$ cat src/verilog/pec_pkg.sv
// Package: constants, bus carriers and helpers for the power, energy and charge engine
// Summary of operation
// RQ1: Current derived from shunt sample and scale
// RQ2: Zero scale value gives zero current
// RQ3: Host quadruples scale value for narrow range
// RQ4: Host sets current step to max/2^19
// RQ5: Host step no more than eight times minimum
// RQ6: Current raw times step gives amperes
// RQ7: Power offered as a 24-bit result
// RQ8: Energy kept in 40-bit unsigned accumulator
// RQ9: Charge kept in 40-bit signed accumulator
// RQ10: Accumulators wrap to zero on overflow
// RQ11: Clear bit resets both accumulators anytime
// RQ12: Eight conversion times, 50 to 4120 us
// RQ13: Averaging counts; sample period is product
// RQ14: Range bit selects shunt full scale
// RQ15: Shunt and rail results are 20 bits
// RQ16: Power from current and rail; accumulate per sample
package pec_pkg;
   localparam int unsigned ADDR_W = 8;
   localparam int unsigned RES_W = 20;
   localparam int unsigned CAL_W = 16;
   localparam int unsigned PWR_W = 24;
   localparam int unsigned ACC_W = 40;
   localparam int unsigned SUM_W = 30;
   // Cycles from a calculation start to its done pulse
   localparam int DIV_LAT = 35;
   localparam int unsigned DIVN_W = 32;
   localparam int unsigned CFG_W = 8;
   // Fixed scale constant times the 312.5 nV shunt step equals 4096
   localparam int unsigned CURR_SHIFT = 12;
   // Rail step 195.3125 uV over power step 3.2 equals 2^-14
   localparam int unsigned PWR_SHIFT = 14;
   localparam logic [RES_W-1:0] CUR_MAX = 20'h7FFFF;
   localparam logic [PWR_W-1:0] PWR_MAX = 24'hFFFFFF;
   localparam int unsigned CLK_PERIOD_PS = 32'h00000FA0;
   localparam int unsigned PS_PER_US = 32'h000F4240;
   localparam int unsigned CYC_PER_US = PS_PER_US / CLK_PERIOD_PS;
   // Conversion times in microseconds, indexed by the time select field
   localparam logic [12:0] CONV_US [0:7] = '{13'h032, 13'h054, 13'h096, 13'h118,
                                            13'h21C, 13'h41C, 13'h81A, 13'h1018};
   // Averaging counts 1,4,16,64,128,256,512,1024 as shift amounts
   localparam logic [3:0] AVG_SHIFT [0:7] = '{4'h0, 4'h2, 4'h4, 4'h6,
                                             4'h7, 4'h8, 4'h9, 4'hA};
   localparam logic [ADDR_W-1:0] OFS_CFG = 8'h00;
   localparam logic [ADDR_W-1:0] OFS_CAL = 8'h04;
   localparam logic [ADDR_W-1:0] OFS_CUR = 8'h08;
   localparam logic [ADDR_W-1:0] OFS_PWR = 8'h0C;
   localparam logic [ADDR_W-1:0] OFS_ENE_LO = 8'h10;
   localparam logic [ADDR_W-1:0] OFS_ENE_HI = 8'h14;
   localparam logic [ADDR_W-1:0] OFS_CHG_LO = 8'h18;
   localparam logic [ADDR_W-1:0] OFS_CHG_HI = 8'h1C;
   localparam logic [ADDR_W-1:0] OFS_SENSE = 8'h20;
   localparam logic [ADDR_W-1:0] OFS_RAIL = 8'h24;
   localparam logic [ADDR_W-1:0] OFS_STAT = 8'h28;
   localparam int unsigned CFG_RANGE_BIT = 0;
   localparam int unsigned CFG_CLR_BIT = 1;
   localparam int unsigned CFG_CT_LSB = 2;
   localparam int unsigned CFG_AVG_LSB = 5;
   localparam logic [CFG_W-1:0] CFG_RST = 8'h00;
   localparam logic [CFG_W-1:0] CFG_KEEP = 8'hFD;
   localparam logic [CAL_W-1:0] CAL_RST = 16'h0000;
   localparam logic [1:0] RESP_OKAY = 2'h0;
   localparam logic [1:0] RESP_SLVERR = 2'h2;

   typedef struct packed {
      logic [ADDR_W-1:0] awaddr;
      logic awvalid;
      logic [31:0] wdata;
      logic [3:0] wstrb;
      logic wvalid;
      logic bready;
      logic [ADDR_W-1:0] araddr;
      logic arvalid;
      logic rready;
   } pec_axil_req_t;

   typedef struct packed {
      logic awready;
      logic wready;
      logic bvalid;
      logic [1:0] bresp;
      logic arready;
      logic rvalid;
      logic [31:0] rdata;
      logic [1:0] rresp;
   } pec_axil_rsp_t;

   localparam pec_axil_rsp_t RSP_RST = '{awready: 1'b1, wready: 1'b1, bvalid: 1'b0,
      bresp: 2'h0, arready: 1'b1, rvalid: 1'b0, rdata: 32'h00000000, rresp: 2'h0};

   function automatic logic [RES_W-1:0] abs20(input logic [RES_W-1:0] v);
      abs20 = v[RES_W-1] ? RES_W'(-v) : v;
   endfunction : abs20

   function automatic logic [31:0] merge32(input logic [31:0] old, input logic [31:0] nw,
                                           input logic [3:0] strb);
      merge32 = old;
      for (int i = 0; i < 4; i++)
      begin
         if (strb[i])
            merge32[8*i +: 8] = nw[8*i +: 8];
      end
   endfunction : merge32
endpackage : pec_pkg

$ cat src/verilog/pec_calc.sv
// Serial divider and single-cycle multiplier that turn an averaged shunt sample into current and power
`timescale 1ns/1ps
module pec_calc
(
   input wire logic clk,
   input wire logic sys_rst,
   input wire logic start,
   input wire logic [pec_pkg::RES_W-1:0] sense_avg,
   input wire logic [pec_pkg::RES_W-1:0] rail_avg,
   input wire logic [pec_pkg::CAL_W-1:0] cal,
   output logic done,
   output logic [pec_pkg::RES_W-1:0] current,
   output logic [pec_pkg::PWR_W-1:0] power
);
   import pec_pkg::*;
   typedef enum logic [1:0] {CS_IDLE, CS_DIV, CS_CUR, CS_PWR} pec_cs_t;
   pec_cs_t st_r, st_nxt;
   logic [DIVN_W-1:0] num_r, num_nxt, quo_r, quo_nxt, dvd_r, dvd_nxt;
   logic [CAL_W-1:0] rem_r, rem_nxt, cal_r, cal_nxt;
   logic [4:0] cnt_r, cnt_nxt;
   logic neg_r, neg_nxt, done_r, done_nxt;
   logic [RES_W-1:0] rail_r, rail_nxt, cur_r, cur_nxt;
   logic [PWR_W-1:0] pwr_r, pwr_nxt;
   logic [CAL_W:0] rem_t;
   logic [2*RES_W-1:0] prod;

   always_comb
   begin
      st_nxt = st_r;
      num_nxt = num_r;
      quo_nxt = quo_r;
      dvd_nxt = dvd_r;
      rem_nxt = rem_r;
      cal_nxt = cal_r;
      cnt_nxt = cnt_r;
      neg_nxt = neg_r;
      rail_nxt = rail_r;
      cur_nxt = cur_r;
      pwr_nxt = pwr_r;
      done_nxt = 1'b0;
      rem_t = {rem_r, num_r[DIVN_W-1]};
      prod = {{RES_W{1'b0}}, abs20(cur_r)} * {{RES_W{1'b0}}, rail_r};
      case (st_r)
         CS_IDLE:
            if (start)
            begin
               // Magnitude scaled by 4096 over the scale value keeps current in steps
               neg_nxt = sense_avg[RES_W-1];
               num_nxt = {abs20(sense_avg), {CURR_SHIFT{1'b0}}}; // see RQ1
               dvd_nxt = {abs20(sense_avg), {CURR_SHIFT{1'b0}}};
               cal_nxt = cal;
               rail_nxt = rail_avg;
               rem_nxt = '0;
               quo_nxt = '0;
               cnt_nxt = '0;
               st_nxt = CS_DIV;
            end
         CS_DIV:
         begin
            num_nxt = {num_r[DIVN_W-2:0], 1'b0};
            if (rem_t >= {1'b0, cal_r})
            begin
               rem_nxt = CAL_W'(rem_t - {1'b0, cal_r});
               quo_nxt = {quo_r[DIVN_W-2:0], 1'b1};
            end
            else
            begin
               rem_nxt = rem_t[CAL_W-1:0];
               quo_nxt = {quo_r[DIVN_W-2:0], 1'b0};
            end
            cnt_nxt = 5'(cnt_r + 5'h01);
            if (cnt_r == 5'h1F)
               st_nxt = CS_CUR;
         end
         CS_CUR:
         begin
            if (cal_r == '0)
               cur_nxt = '0; // see RQ2
            else if (quo_r > {{(DIVN_W-RES_W){1'b0}}, CUR_MAX})
               cur_nxt = neg_r ? RES_W'(-CUR_MAX) : CUR_MAX;
            else
               cur_nxt = neg_r ? RES_W'(-quo_r[RES_W-1:0]) : quo_r[RES_W-1:0]; // see RQ6
            st_nxt = CS_PWR;
         end
         CS_PWR:
         begin
            // Oversized products clip rather than wrap so power never reads small
            if (prod[2*RES_W-1:PWR_SHIFT] > {{(2*RES_W-PWR_SHIFT-PWR_W){1'b0}}, PWR_MAX})
               pwr_nxt = PWR_MAX; // see RQ7
            else
               pwr_nxt = prod[PWR_SHIFT +: PWR_W]; // see RQ16
            done_nxt = 1'b1;
            st_nxt = CS_IDLE;
         end
         default:
            st_nxt = CS_IDLE;
      endcase
   end

   always_ff @(posedge clk)
   begin
      if (sys_rst)
      begin
         st_r <= CS_IDLE;
         num_r <= '0;
         quo_r <= '0;
         dvd_r <= '0;
         rem_r <= '0;
         cal_r <= '0;
         cnt_r <= '0;
         neg_r <= 1'b0;
         rail_r <= '0;
         cur_r <= '0;
         pwr_r <= '0;
         done_r <= 1'b0;
      end
      else
      begin
         st_r <= st_nxt;
         num_r <= num_nxt;
         quo_r <= quo_nxt;
         dvd_r <= dvd_nxt;
         rem_r <= rem_nxt;
         cal_r <= cal_nxt;
         cnt_r <= cnt_nxt;
         neg_r <= neg_nxt;
         rail_r <= rail_nxt;
         cur_r <= cur_nxt;
         pwr_r <= pwr_nxt;
         done_r <= done_nxt;
      end
   end

   assign done = done_r;
   assign current = cur_r;
   assign power = pwr_r;
endmodule : pec_calc

$ cat src/verilog/pec_engine.sv
// Conversion timing, averaging, result registers, accumulators and AXI4-Lite slave
//
// Decided for this implementation: register access over AXI4-Lite and the address map.
`timescale 1ns/1ps
module pec_engine
#(
   parameter int unsigned US_CYC = pec_pkg::CYC_PER_US
)
(
   input wire logic clk,
   input wire logic sys_rst,
   input wire pec_pkg::pec_axil_req_t req,
   input wire logic [pec_pkg::RES_W-1:0] sense_code,
   input wire logic [pec_pkg::RES_W-1:0] rail_code,
   output pec_pkg::pec_axil_rsp_t rsp,
   output logic input_range_select
);
   import pec_pkg::*;

   pec_axil_rsp_t rsp_r, rsp_nxt;
   logic aw_have_r, aw_have_nxt, w_have_r, w_have_nxt;
   logic [ADDR_W-1:0] waddr_r, waddr_nxt;
   logic [31:0] wdata_r, wdata_nxt, rd_data, cfg_m, cal_m;
   logic [3:0] wstrb_r, wstrb_nxt;
   logic wr_en, rd_ok, clr_pulse;
   logic [CFG_W-1:0] cfg_r, cfg_nxt;
   logic [CAL_W-1:0] cal_r, cal_nxt;
   logic [15:0] us_cnt_r, us_cnt_nxt, samp_cnt_r, samp_cnt_nxt;
   logic [12:0] conv_cnt_r, conv_cnt_nxt, conv_len;
   logic [9:0] avg_cnt_r, avg_cnt_nxt;
   logic [10:0] avg_len;
   logic [3:0] avg_sh;
   logic signed [SUM_W-1:0] sense_sum_r, sense_sum_nxt, sense_tot;
   logic [SUM_W-1:0] rail_sum_r, rail_sum_nxt, rail_tot;
   logic [RES_W-1:0] sense_res_r, sense_res_nxt, rail_res_r, rail_res_nxt;
   logic start_r, start_nxt, us_tick, conv_done, sample_done;
   logic [ACC_W-1:0] energy_r, energy_nxt, charge_r, charge_nxt;
   logic calc_done;
   logic [RES_W-1:0] cur;
   logic [PWR_W-1:0] pwr;

   // Bus slave: address and data are taken independently, the write happens once both are held
   always_comb
   begin
      rsp_nxt = rsp_r;
      aw_have_nxt = aw_have_r;
      w_have_nxt = w_have_r;
      waddr_nxt = waddr_r;
      wdata_nxt = wdata_r;
      wstrb_nxt = wstrb_r;
      wr_en = 1'b0;
      if (req.awvalid && rsp_r.awready)
      begin
         waddr_nxt = req.awaddr;
         aw_have_nxt = 1'b1;
         rsp_nxt.awready = 1'b0;
      end
      if (req.wvalid && rsp_r.wready)
      begin
         wdata_nxt = req.wdata;
         wstrb_nxt = req.wstrb;
         w_have_nxt = 1'b1;
         rsp_nxt.wready = 1'b0;
      end
      if (aw_have_r && w_have_r && !rsp_r.bvalid)
      begin
         wr_en = 1'b1;
         aw_have_nxt = 1'b0;
         w_have_nxt = 1'b0;
         rsp_nxt.bvalid = 1'b1;
         rsp_nxt.bresp = (waddr_r == OFS_CFG || waddr_r == OFS_CAL) ? RESP_OKAY : RESP_SLVERR;
      end
      if (rsp_r.bvalid && req.bready)
      begin
         rsp_nxt.bvalid = 1'b0;
         rsp_nxt.awready = 1'b1;
         rsp_nxt.wready = 1'b1;
      end
      if (req.arvalid && rsp_r.arready)
      begin
         rsp_nxt.arready = 1'b0;
         rsp_nxt.rvalid = 1'b1;
         rsp_nxt.rdata = rd_data;
         rsp_nxt.rresp = rd_ok ? RESP_OKAY : RESP_SLVERR;
      end
      if (rsp_r.rvalid && req.rready)
      begin
         rsp_nxt.rvalid = 1'b0;
         rsp_nxt.arready = 1'b1;
      end
   end

   always_ff @(posedge clk)
   begin
      if (sys_rst)
      begin
         rsp_r <= RSP_RST;
         aw_have_r <= 1'b0;
         w_have_r <= 1'b0;
         waddr_r <= '0;
         wdata_r <= '0;
         wstrb_r <= '0;
      end
      else
      begin
         rsp_r <= rsp_nxt;
         aw_have_r <= aw_have_nxt;
         w_have_r <= w_have_nxt;
         waddr_r <= waddr_nxt;
         wdata_r <= wdata_nxt;
         wstrb_r <= wstrb_nxt;
      end
   end

   // Accumulator halves are read separately; a sample may land between the two reads
   always_comb
   begin
      rd_data = '0;
      rd_ok = 1'b1;
      case (req.araddr)
         OFS_CFG: rd_data[CFG_W-1:0] = cfg_r;
         OFS_CAL: rd_data[CAL_W-1:0] = cal_r;
         OFS_CUR: rd_data[RES_W-1:0] = cur;
         OFS_PWR: rd_data[PWR_W-1:0] = pwr;
         OFS_ENE_LO: rd_data = energy_r[31:0];
         OFS_ENE_HI: rd_data[ACC_W-33:0] = energy_r[ACC_W-1:32];
         OFS_CHG_LO: rd_data = charge_r[31:0];
         OFS_CHG_HI: rd_data[ACC_W-33:0] = charge_r[ACC_W-1:32];
         OFS_SENSE: rd_data[RES_W-1:0] = sense_res_r; // see RQ15
         OFS_RAIL: rd_data[RES_W-1:0] = rail_res_r;
         OFS_STAT: rd_data[15:0] = samp_cnt_r;
         default: rd_ok = 1'b0;
      endcase
   end

   // Configuration; the clear bit is a write-one pulse and is never stored
   always_comb
   begin
      cfg_nxt = cfg_r;
      cal_nxt = cal_r;
      clr_pulse = 1'b0;
      cfg_m = merge32({{(32-CFG_W){1'b0}}, cfg_r}, wdata_r, wstrb_r);
      cal_m = merge32({{(32-CAL_W){1'b0}}, cal_r}, wdata_r, wstrb_r);
      if (wr_en && waddr_r == OFS_CFG)
      begin
         cfg_nxt = cfg_m[CFG_W-1:0] & CFG_KEEP;
         clr_pulse = cfg_m[CFG_CLR_BIT]; // see RQ11
      end
      if (wr_en && waddr_r == OFS_CAL)
         cal_nxt = cal_m[CAL_W-1:0];
   end

   always_ff @(posedge clk)
   begin
      if (sys_rst)
      begin
         cfg_r <= CFG_RST;
         cal_r <= CAL_RST;
      end
      else
      begin
         cfg_r <= cfg_nxt;
         cal_r <= cal_nxt;
      end
   end

   assign input_range_select = cfg_r[CFG_RANGE_BIT]; // see RQ14

   // Conversion timing and averaging; a new time or count takes effect at once
   always_comb
   begin
      us_cnt_nxt = us_cnt_r;
      conv_cnt_nxt = conv_cnt_r;
      avg_cnt_nxt = avg_cnt_r;
      sense_sum_nxt = sense_sum_r;
      rail_sum_nxt = rail_sum_r;
      sense_res_nxt = sense_res_r;
      rail_res_nxt = rail_res_r;
      start_nxt = 1'b0;
      sample_done = 1'b0;
      conv_len = CONV_US[cfg_r[CFG_CT_LSB +: 3]];
      avg_sh = AVG_SHIFT[cfg_r[CFG_AVG_LSB +: 3]];
      avg_len = 11'(11'h001 << avg_sh);
      sense_tot = sense_sum_r + SUM_W'(signed'(sense_code));
      rail_tot = rail_sum_r + {{(SUM_W-RES_W){1'b0}}, rail_code};
      us_tick = (us_cnt_r >= 16'(US_CYC - 1));
      us_cnt_nxt = us_tick ? '0 : 16'(us_cnt_r + 16'h0001);
      // Greater-or-equal lets a shortened time end the running conversion promptly
      conv_done = us_tick && (conv_cnt_r >= 13'(conv_len - 13'h0001)); // see RQ12
      if (us_tick)
         conv_cnt_nxt = conv_done ? '0 : 13'(conv_cnt_r + 13'h0001);
      if (conv_done)
      begin
         sense_sum_nxt = sense_tot;
         rail_sum_nxt = rail_tot;
         avg_cnt_nxt = 10'(avg_cnt_r + 10'h001);
         if (11'(avg_cnt_r) >= 11'(avg_len - 11'h001)) // see RQ13
         begin
            sample_done = 1'b1;
            sense_res_nxt = RES_W'(sense_tot >>> avg_sh);
            rail_res_nxt = RES_W'(rail_tot >> avg_sh);
            sense_sum_nxt = '0;
            rail_sum_nxt = '0;
            avg_cnt_nxt = '0;
            start_nxt = 1'b1; // see RQ1
         end
      end
   end

   always_ff @(posedge clk)
   begin
      if (sys_rst)
      begin
         us_cnt_r <= '0;
         conv_cnt_r <= '0;
         avg_cnt_r <= '0;
         sense_sum_r <= '0;
         rail_sum_r <= '0;
         sense_res_r <= '0;
         rail_res_r <= '0;
         start_r <= 1'b0;
      end
      else
      begin
         us_cnt_r <= us_cnt_nxt;
         conv_cnt_r <= conv_cnt_nxt;
         avg_cnt_r <= avg_cnt_nxt;
         sense_sum_r <= sense_sum_nxt;
         rail_sum_r <= rail_sum_nxt;
         sense_res_r <= sense_res_nxt;
         rail_res_r <= rail_res_nxt;
         start_r <= start_nxt;
      end
   end

   pec_calc u_calc
   (
      .clk(clk),
      .sys_rst(sys_rst),
      .start(start_r),
      .sense_avg(sense_res_r),
      .rail_avg(rail_res_r),
      .cal(cal_r),
      .done(calc_done),
      .current(cur),
      .power(pwr)
   );

   // Accumulators; a clear in the same cycle as a new sample keeps that sample
   always_comb
   begin
      energy_nxt = energy_r;
      charge_nxt = charge_r;
      samp_cnt_nxt = samp_cnt_r;
      if (calc_done)
      begin
         energy_nxt = ACC_W'(energy_r + {{(ACC_W-PWR_W){1'b0}}, pwr}); // see RQ8 RQ10
         charge_nxt = ACC_W'(charge_r + ACC_W'(signed'(cur))); // see RQ9
         samp_cnt_nxt = 16'(samp_cnt_r + 16'h0001);
      end
      if (clr_pulse)
      begin
         energy_nxt = calc_done ? {{(ACC_W-PWR_W){1'b0}}, pwr} : '0; // see RQ11
         charge_nxt = calc_done ? ACC_W'(signed'(cur)) : '0;
      end
   end

   always_ff @(posedge clk)
   begin
      if (sys_rst)
      begin
         energy_r <= '0;
         charge_r <= '0;
         samp_cnt_r <= '0;
      end
      else
      begin
         energy_r <= energy_nxt;
         charge_r <= charge_nxt;
         samp_cnt_r <= samp_cnt_nxt;
      end
   end

   assign rsp = rsp_r;

   // Helper counters that let the timing checks measure whole periods
   logic [20:0] since_r, since_nxt;
   logic [10:0] seen_r, seen_nxt;
   logic per_ok_r, per_ok_nxt, avg_ok_r, avg_ok_nxt;

   always_comb
   begin
      since_nxt = conv_done ? '0 : 21'(since_r + 21'h000001);
      seen_nxt = sample_done ? '0 : (conv_done ? 11'(seen_r + 11'h001) : seen_r);
      per_ok_nxt = wr_en ? 1'b0 : (conv_done ? 1'b1 : per_ok_r);
      avg_ok_nxt = wr_en ? 1'b0 : (sample_done ? 1'b1 : avg_ok_r);
   end

   always_ff @(posedge clk)
   begin
      if (sys_rst)
      begin
         since_r <= '0;
         seen_r <= '0;
         per_ok_r <= 1'b0;
         avg_ok_r <= 1'b0;
      end
      else
      begin
         since_r <= since_nxt;
         seen_r <= seen_nxt;
         per_ok_r <= per_ok_nxt;
         avg_ok_r <= avg_ok_nxt;
      end
   end
endmodule : pec_engine

$ cat config.mk
export PLATFORM = sky130hd
export DESIGN_NAME = pec_engine
export DESIGN_NICKNAME = d
export VERILOG_FILES = /design/src/verilog/pec_pkg.sv /design/src/verilog/pec_calc.sv /design/src/verilog/pec_engine.sv
export SDC_FILE = /design/constraint.sdc
export NUM_CORES = 2
export LEC_CHECK = 0
export ABC_AREA = 1
export BUFFER_PORTS_ARGS = -buffer_cell sky130_fd_sc_hd__buf_2
export CORE_MARGIN = 2
export CORE_UTILIZATION = 35
export CTS_CLUSTER_DIAMETER = 80
export DETAILED_ROUTE_END_ITERATION = 8
export GPL_TIMING_DRIVEN = 0
export SYNTH_ARGS = -nofsm -noshare
export SYNTH_HDL_FRONTEND = slang
export SYNTH_SLANG_ARGS = --single-unit
$ cat constraint.sdc
create_clock -name clk -period 10.5 [get_ports clk]
set_input_delay 2.1 -clock clk [delete_from_list [all_inputs] [get_ports clk]]
set_output_delay 2.1 -clock clk [all_outputs]
set_load 0.1 [all_outputs]
==> results.cfg <==
[synthesis]
synth.avg_cell_area_um2 = 6.589
synth_cell_types = 66
synth_area_mm2 = 0.04640
yosysSeqAreaShare_pct = 20.84
synth-seq-cells = 483
ys.flop_type = dfxtp_1
netlist_top_cells_area = dfxtp_1, nand2_1, fa_1, inv_1, ha_1
syn-instance-count = 7042
synth_top_area_cell = dfxtp_1
synthArstFlopShare_pct = 0
synth_top_area_share_pct = 20.84
synth_edf_count = 0
yosys_warnings = 0

[layout]
final_cell_mix = nand2_1, inv_1, nor2_1
final_common_cell = nand2_1
num-fill-cells = 14260
seqCellArea_mm2 = 0.009669
area_delta_synth_final_pct = 10.64
multi_input_comb_area_mm2 = 0.03155
fin_util_pct = 39.05
drive_above_1_share_pct = 4.796
final_net_count = 7973

[die]
dieArea_mm2 = 0.1355
row_count = 133
start_util_pct = 35.29
core_mm2 = 0.1315
die_h_um = 368.1
die_x_um = 368.1
io-pin-count = 141

[clock_network]
clkTransAtPathRegs_ps = 70
cts_resized = 0
root_buffer = clkbuf_16
cts_tree = built
cts_buffers = 58
hold_buffers = 0
insertion_delay_ps = 670
clock_path_buffers = 3
cts_sinks = 483
post_cts_buffers = 0
htreeDepth = 2

[worst_setup_path]
crit_path_end = u_calc.power[22]$_SDFFE_PP0P_
required_ps = 11060
cp.arrival_ps = 10360
crit_buf_inv = 9
crit_path_top_delay_cell = dfxtp_1
critPathLaunchType = flip-flop
timing.rr.end = u_calc.power[22]$_SDFFE_PP0P_
end_kind = flip-flop
critical_path.max_fanout = 23
crit_start = u_calc.current[19]$_SDFFE_PP0P_
max_stage_delay_ps = 1080
ff2ff_setup_slack_ps = 710
reg2reg_depth = 32
cp.depth = 32
crit_top_cell = nand2_1
critPathKind = reg2reg
path_delay_family = adder cells
worstReg2RegStart = u_calc.current[19]$_SDFFE_PP0P_

[pwr]
p_comb_share_pct = 10.6
p_int_mw = 3.330
clkPwrFrac_pct = 48.6
p_leak_nw = 23.92
peakVddDrop_v = 0.0001342
sw_frac_of_total_pct = 28.47
power_frac_seq_pct = 40.9
power.switching_mw = 1.325
power.total_mw = 4.655
power_density_mw_per_mm2 = 90.67

[sta]
hold_viol_final = 0
drv_slew = 8
setup_tns_ps = 0
worst_slack_ps = 709.1
period_share_pct = 93.25
fin_crit_ps = 9791
rsz0062_at_grt = no
fmax_mhz = 102.1
worst_slew_pin_slew_ps = 1563
clock_skew_ps = 29.81
setup_viol = 0
hold_slack_ps = 457.1
slew_headroom_pct = -5.014

[route]
viasPerCell = 5.311
wl_per_cell_um = 20.26
drtIter0Drc = 4684
drc = 0
ant_nets = 0
routed_wirelength_um = 183000
first_pass_iters = 9
vias = 47980

[min_path]
hold_path_class = reg2reg

[global_route]
grt_pass1_vias = 46000
grt_max_degree = 24
grt_pass1_wl_um = 277200
grt_overflow = 0
grt_usage_pct = 26.46
grt_antenna_before_repair = 3

[status]
violations = max-capacitance violations, max-slew violations
status = complete, but fails checks

[place]
port_buffers = 119
dp_slack_ps = 858.6
place_congestion = 1.026
hpwl_um = 148800

[run]
max_cap_violations = 2
==> state kept, by name, summed over array words and instances (netlist names), 16 cells and up <==
register,flops
charge_r,40
energy_r,40
rsp,39
u_calc.quo_r,32
rail_sum_r,30
sense_sum_r,30
u_calc.power,24
rail_res_r,20
sense_res_r,20
u_calc.current,20
u_calc.num_r,20
u_calc.rail_r,20
cal_r,16
samp_cnt_r,16
u_calc.cal_r,16
u_calc.rem_r,16
us_cnt_r,16
wdata_r,16
==> power by group through the flow <==
stage | Clock, mW | Combinational (mW) | Sequential, mW
after floorplan | 0 | 0.277 | 1.97
after global placement | 0 | 0.477 | 1.94
after detailed placement | 0 | 0.481 | 1.94
after CTS | 2.29 | 0.483 | 1.90
after global routing | 2.36 | 0.531 | 1.90
final | 2.26 | 0.492 | 1.90
==> worst reg2reg max path, delay by kind of cell (launching register included) <==
family	cells	cell delay (ps)
fa+ha+maj	8	4110
buf+inv	9	2120
simple gates	12	1660
flops	1	1080
compound gates	3	720
==> final cells by class <==
cell class	count	share of cell area (%)
well taps	1755	4.277
clock inverters	36	0.9895
multi-input cells	5210	61.46
clock buffers	71	3.120
plain buffers	240	1.981
repair buffers	119	1.160
flip-flops and latches	483	18.83
inverters	1118	8.177
diodes	1	0.004874
==> logic make-up (layout without fill, tap and decap cells) <==
| logic type | count (synthesis) | count (layout) | synth area share, % |
|---|---|---|---|
| and+or+nand+nor | 3288 | 3288 | 29.70 |
| buffers and inverters | 1358 | 1584 | 11.24 |
| AOI/OAI and AO/OA | 1170 | 1170 | 13.77 |
| adders and majority gates | 644 | 644 | 22.61 |
| DFF | 483 | 483 | 20.84 |
| xor gates and xnor gates | 97 | 97 | 1.831 |
| other | 2 | 12 | 0.01619 |
==> per-stage QoR <==
| step | cells | area, um2 |
|---|---|---|
| final | 9033 | 51340 |
| after global routing | 9032 | 51340 |
| after CTS | 9032 | 51340 |
| after detailed placement | 8925 | 49230 |
| after global placement | 8925 | 49220 |
| after floorplan | 7051 | 46430 |
==> layer usage <==
| layer | global-route usage (%) | up-vias | share of wire [%] |
|---|---|---|---|
| li1 | - | 22890 | - |
| met1 | 36.37 | 22810 | 44 |
| met2 | 41.28 | 1912 | 43 |
| met3 | 4.313 | 363 | 8.1 |
| met4 | 10.42 | 2 | 4.4 |
| met5 | 0 | - | 0.0060 |
==> synth_stat cells (7+ instances only) <==
master,instances
nor4_1,13
nand4_1,85
nand2_2,14
dfxtp_1,483
a221oi_1,33
ha_1,320
a21oi_1,570
inv_1,1079
nor2_1,658
nand3_1,549
and2_1,13
nor3_1,63
inv_2,13
o211ai_1,17
or2_2,16
nand2_1,1813
o21ai_1,21
clkbuf_1,171
fa_1,324
buf_4,9
clkinv_1,25
buf_2,33
a21boi_0,8
o21ai_0,373
xnor2_1,38
a211oi_1,20
buf_1,20
nand3b_1,26
a31oi_1,34
o21bai_1,22
o22ai_1,14
o21a_1,19
a21o_1,12
xor2_1,59
nor3_2,7
==> worst min-delay path by stage <==
stage                                              from                             to  slack, ps  depth (start not counted)
after floorplan               avg_cnt_r[9]$_SDFFE_PP0P_      avg_cnt_r[9]$_SDFFE_PP0P_        430                          1
after global placement          wdata_r[9]$_SDFFE_PP0P_        wdata_r[9]$_SDFFE_PP0P_        440                          2
final                           waddr_r[1]$_SDFFE_PP0P_        waddr_r[1]$_SDFFE_PP0P_        460                          2
after detailed placement      avg_cnt_r[9]$_SDFFE_PP0P_      avg_cnt_r[9]$_SDFFE_PP0P_        450                          1
after CTS                     avg_cnt_r[9]$_SDFFE_PP0P_      avg_cnt_r[9]$_SDFFE_PP0P_        460                          1
after global routing      u_calc.quo_r[31]$_SDFFE_PP0P_  u_calc.quo_r[31]$_SDFFE_PP0P_        480                          2
Power figures use the tool's default switching activity.
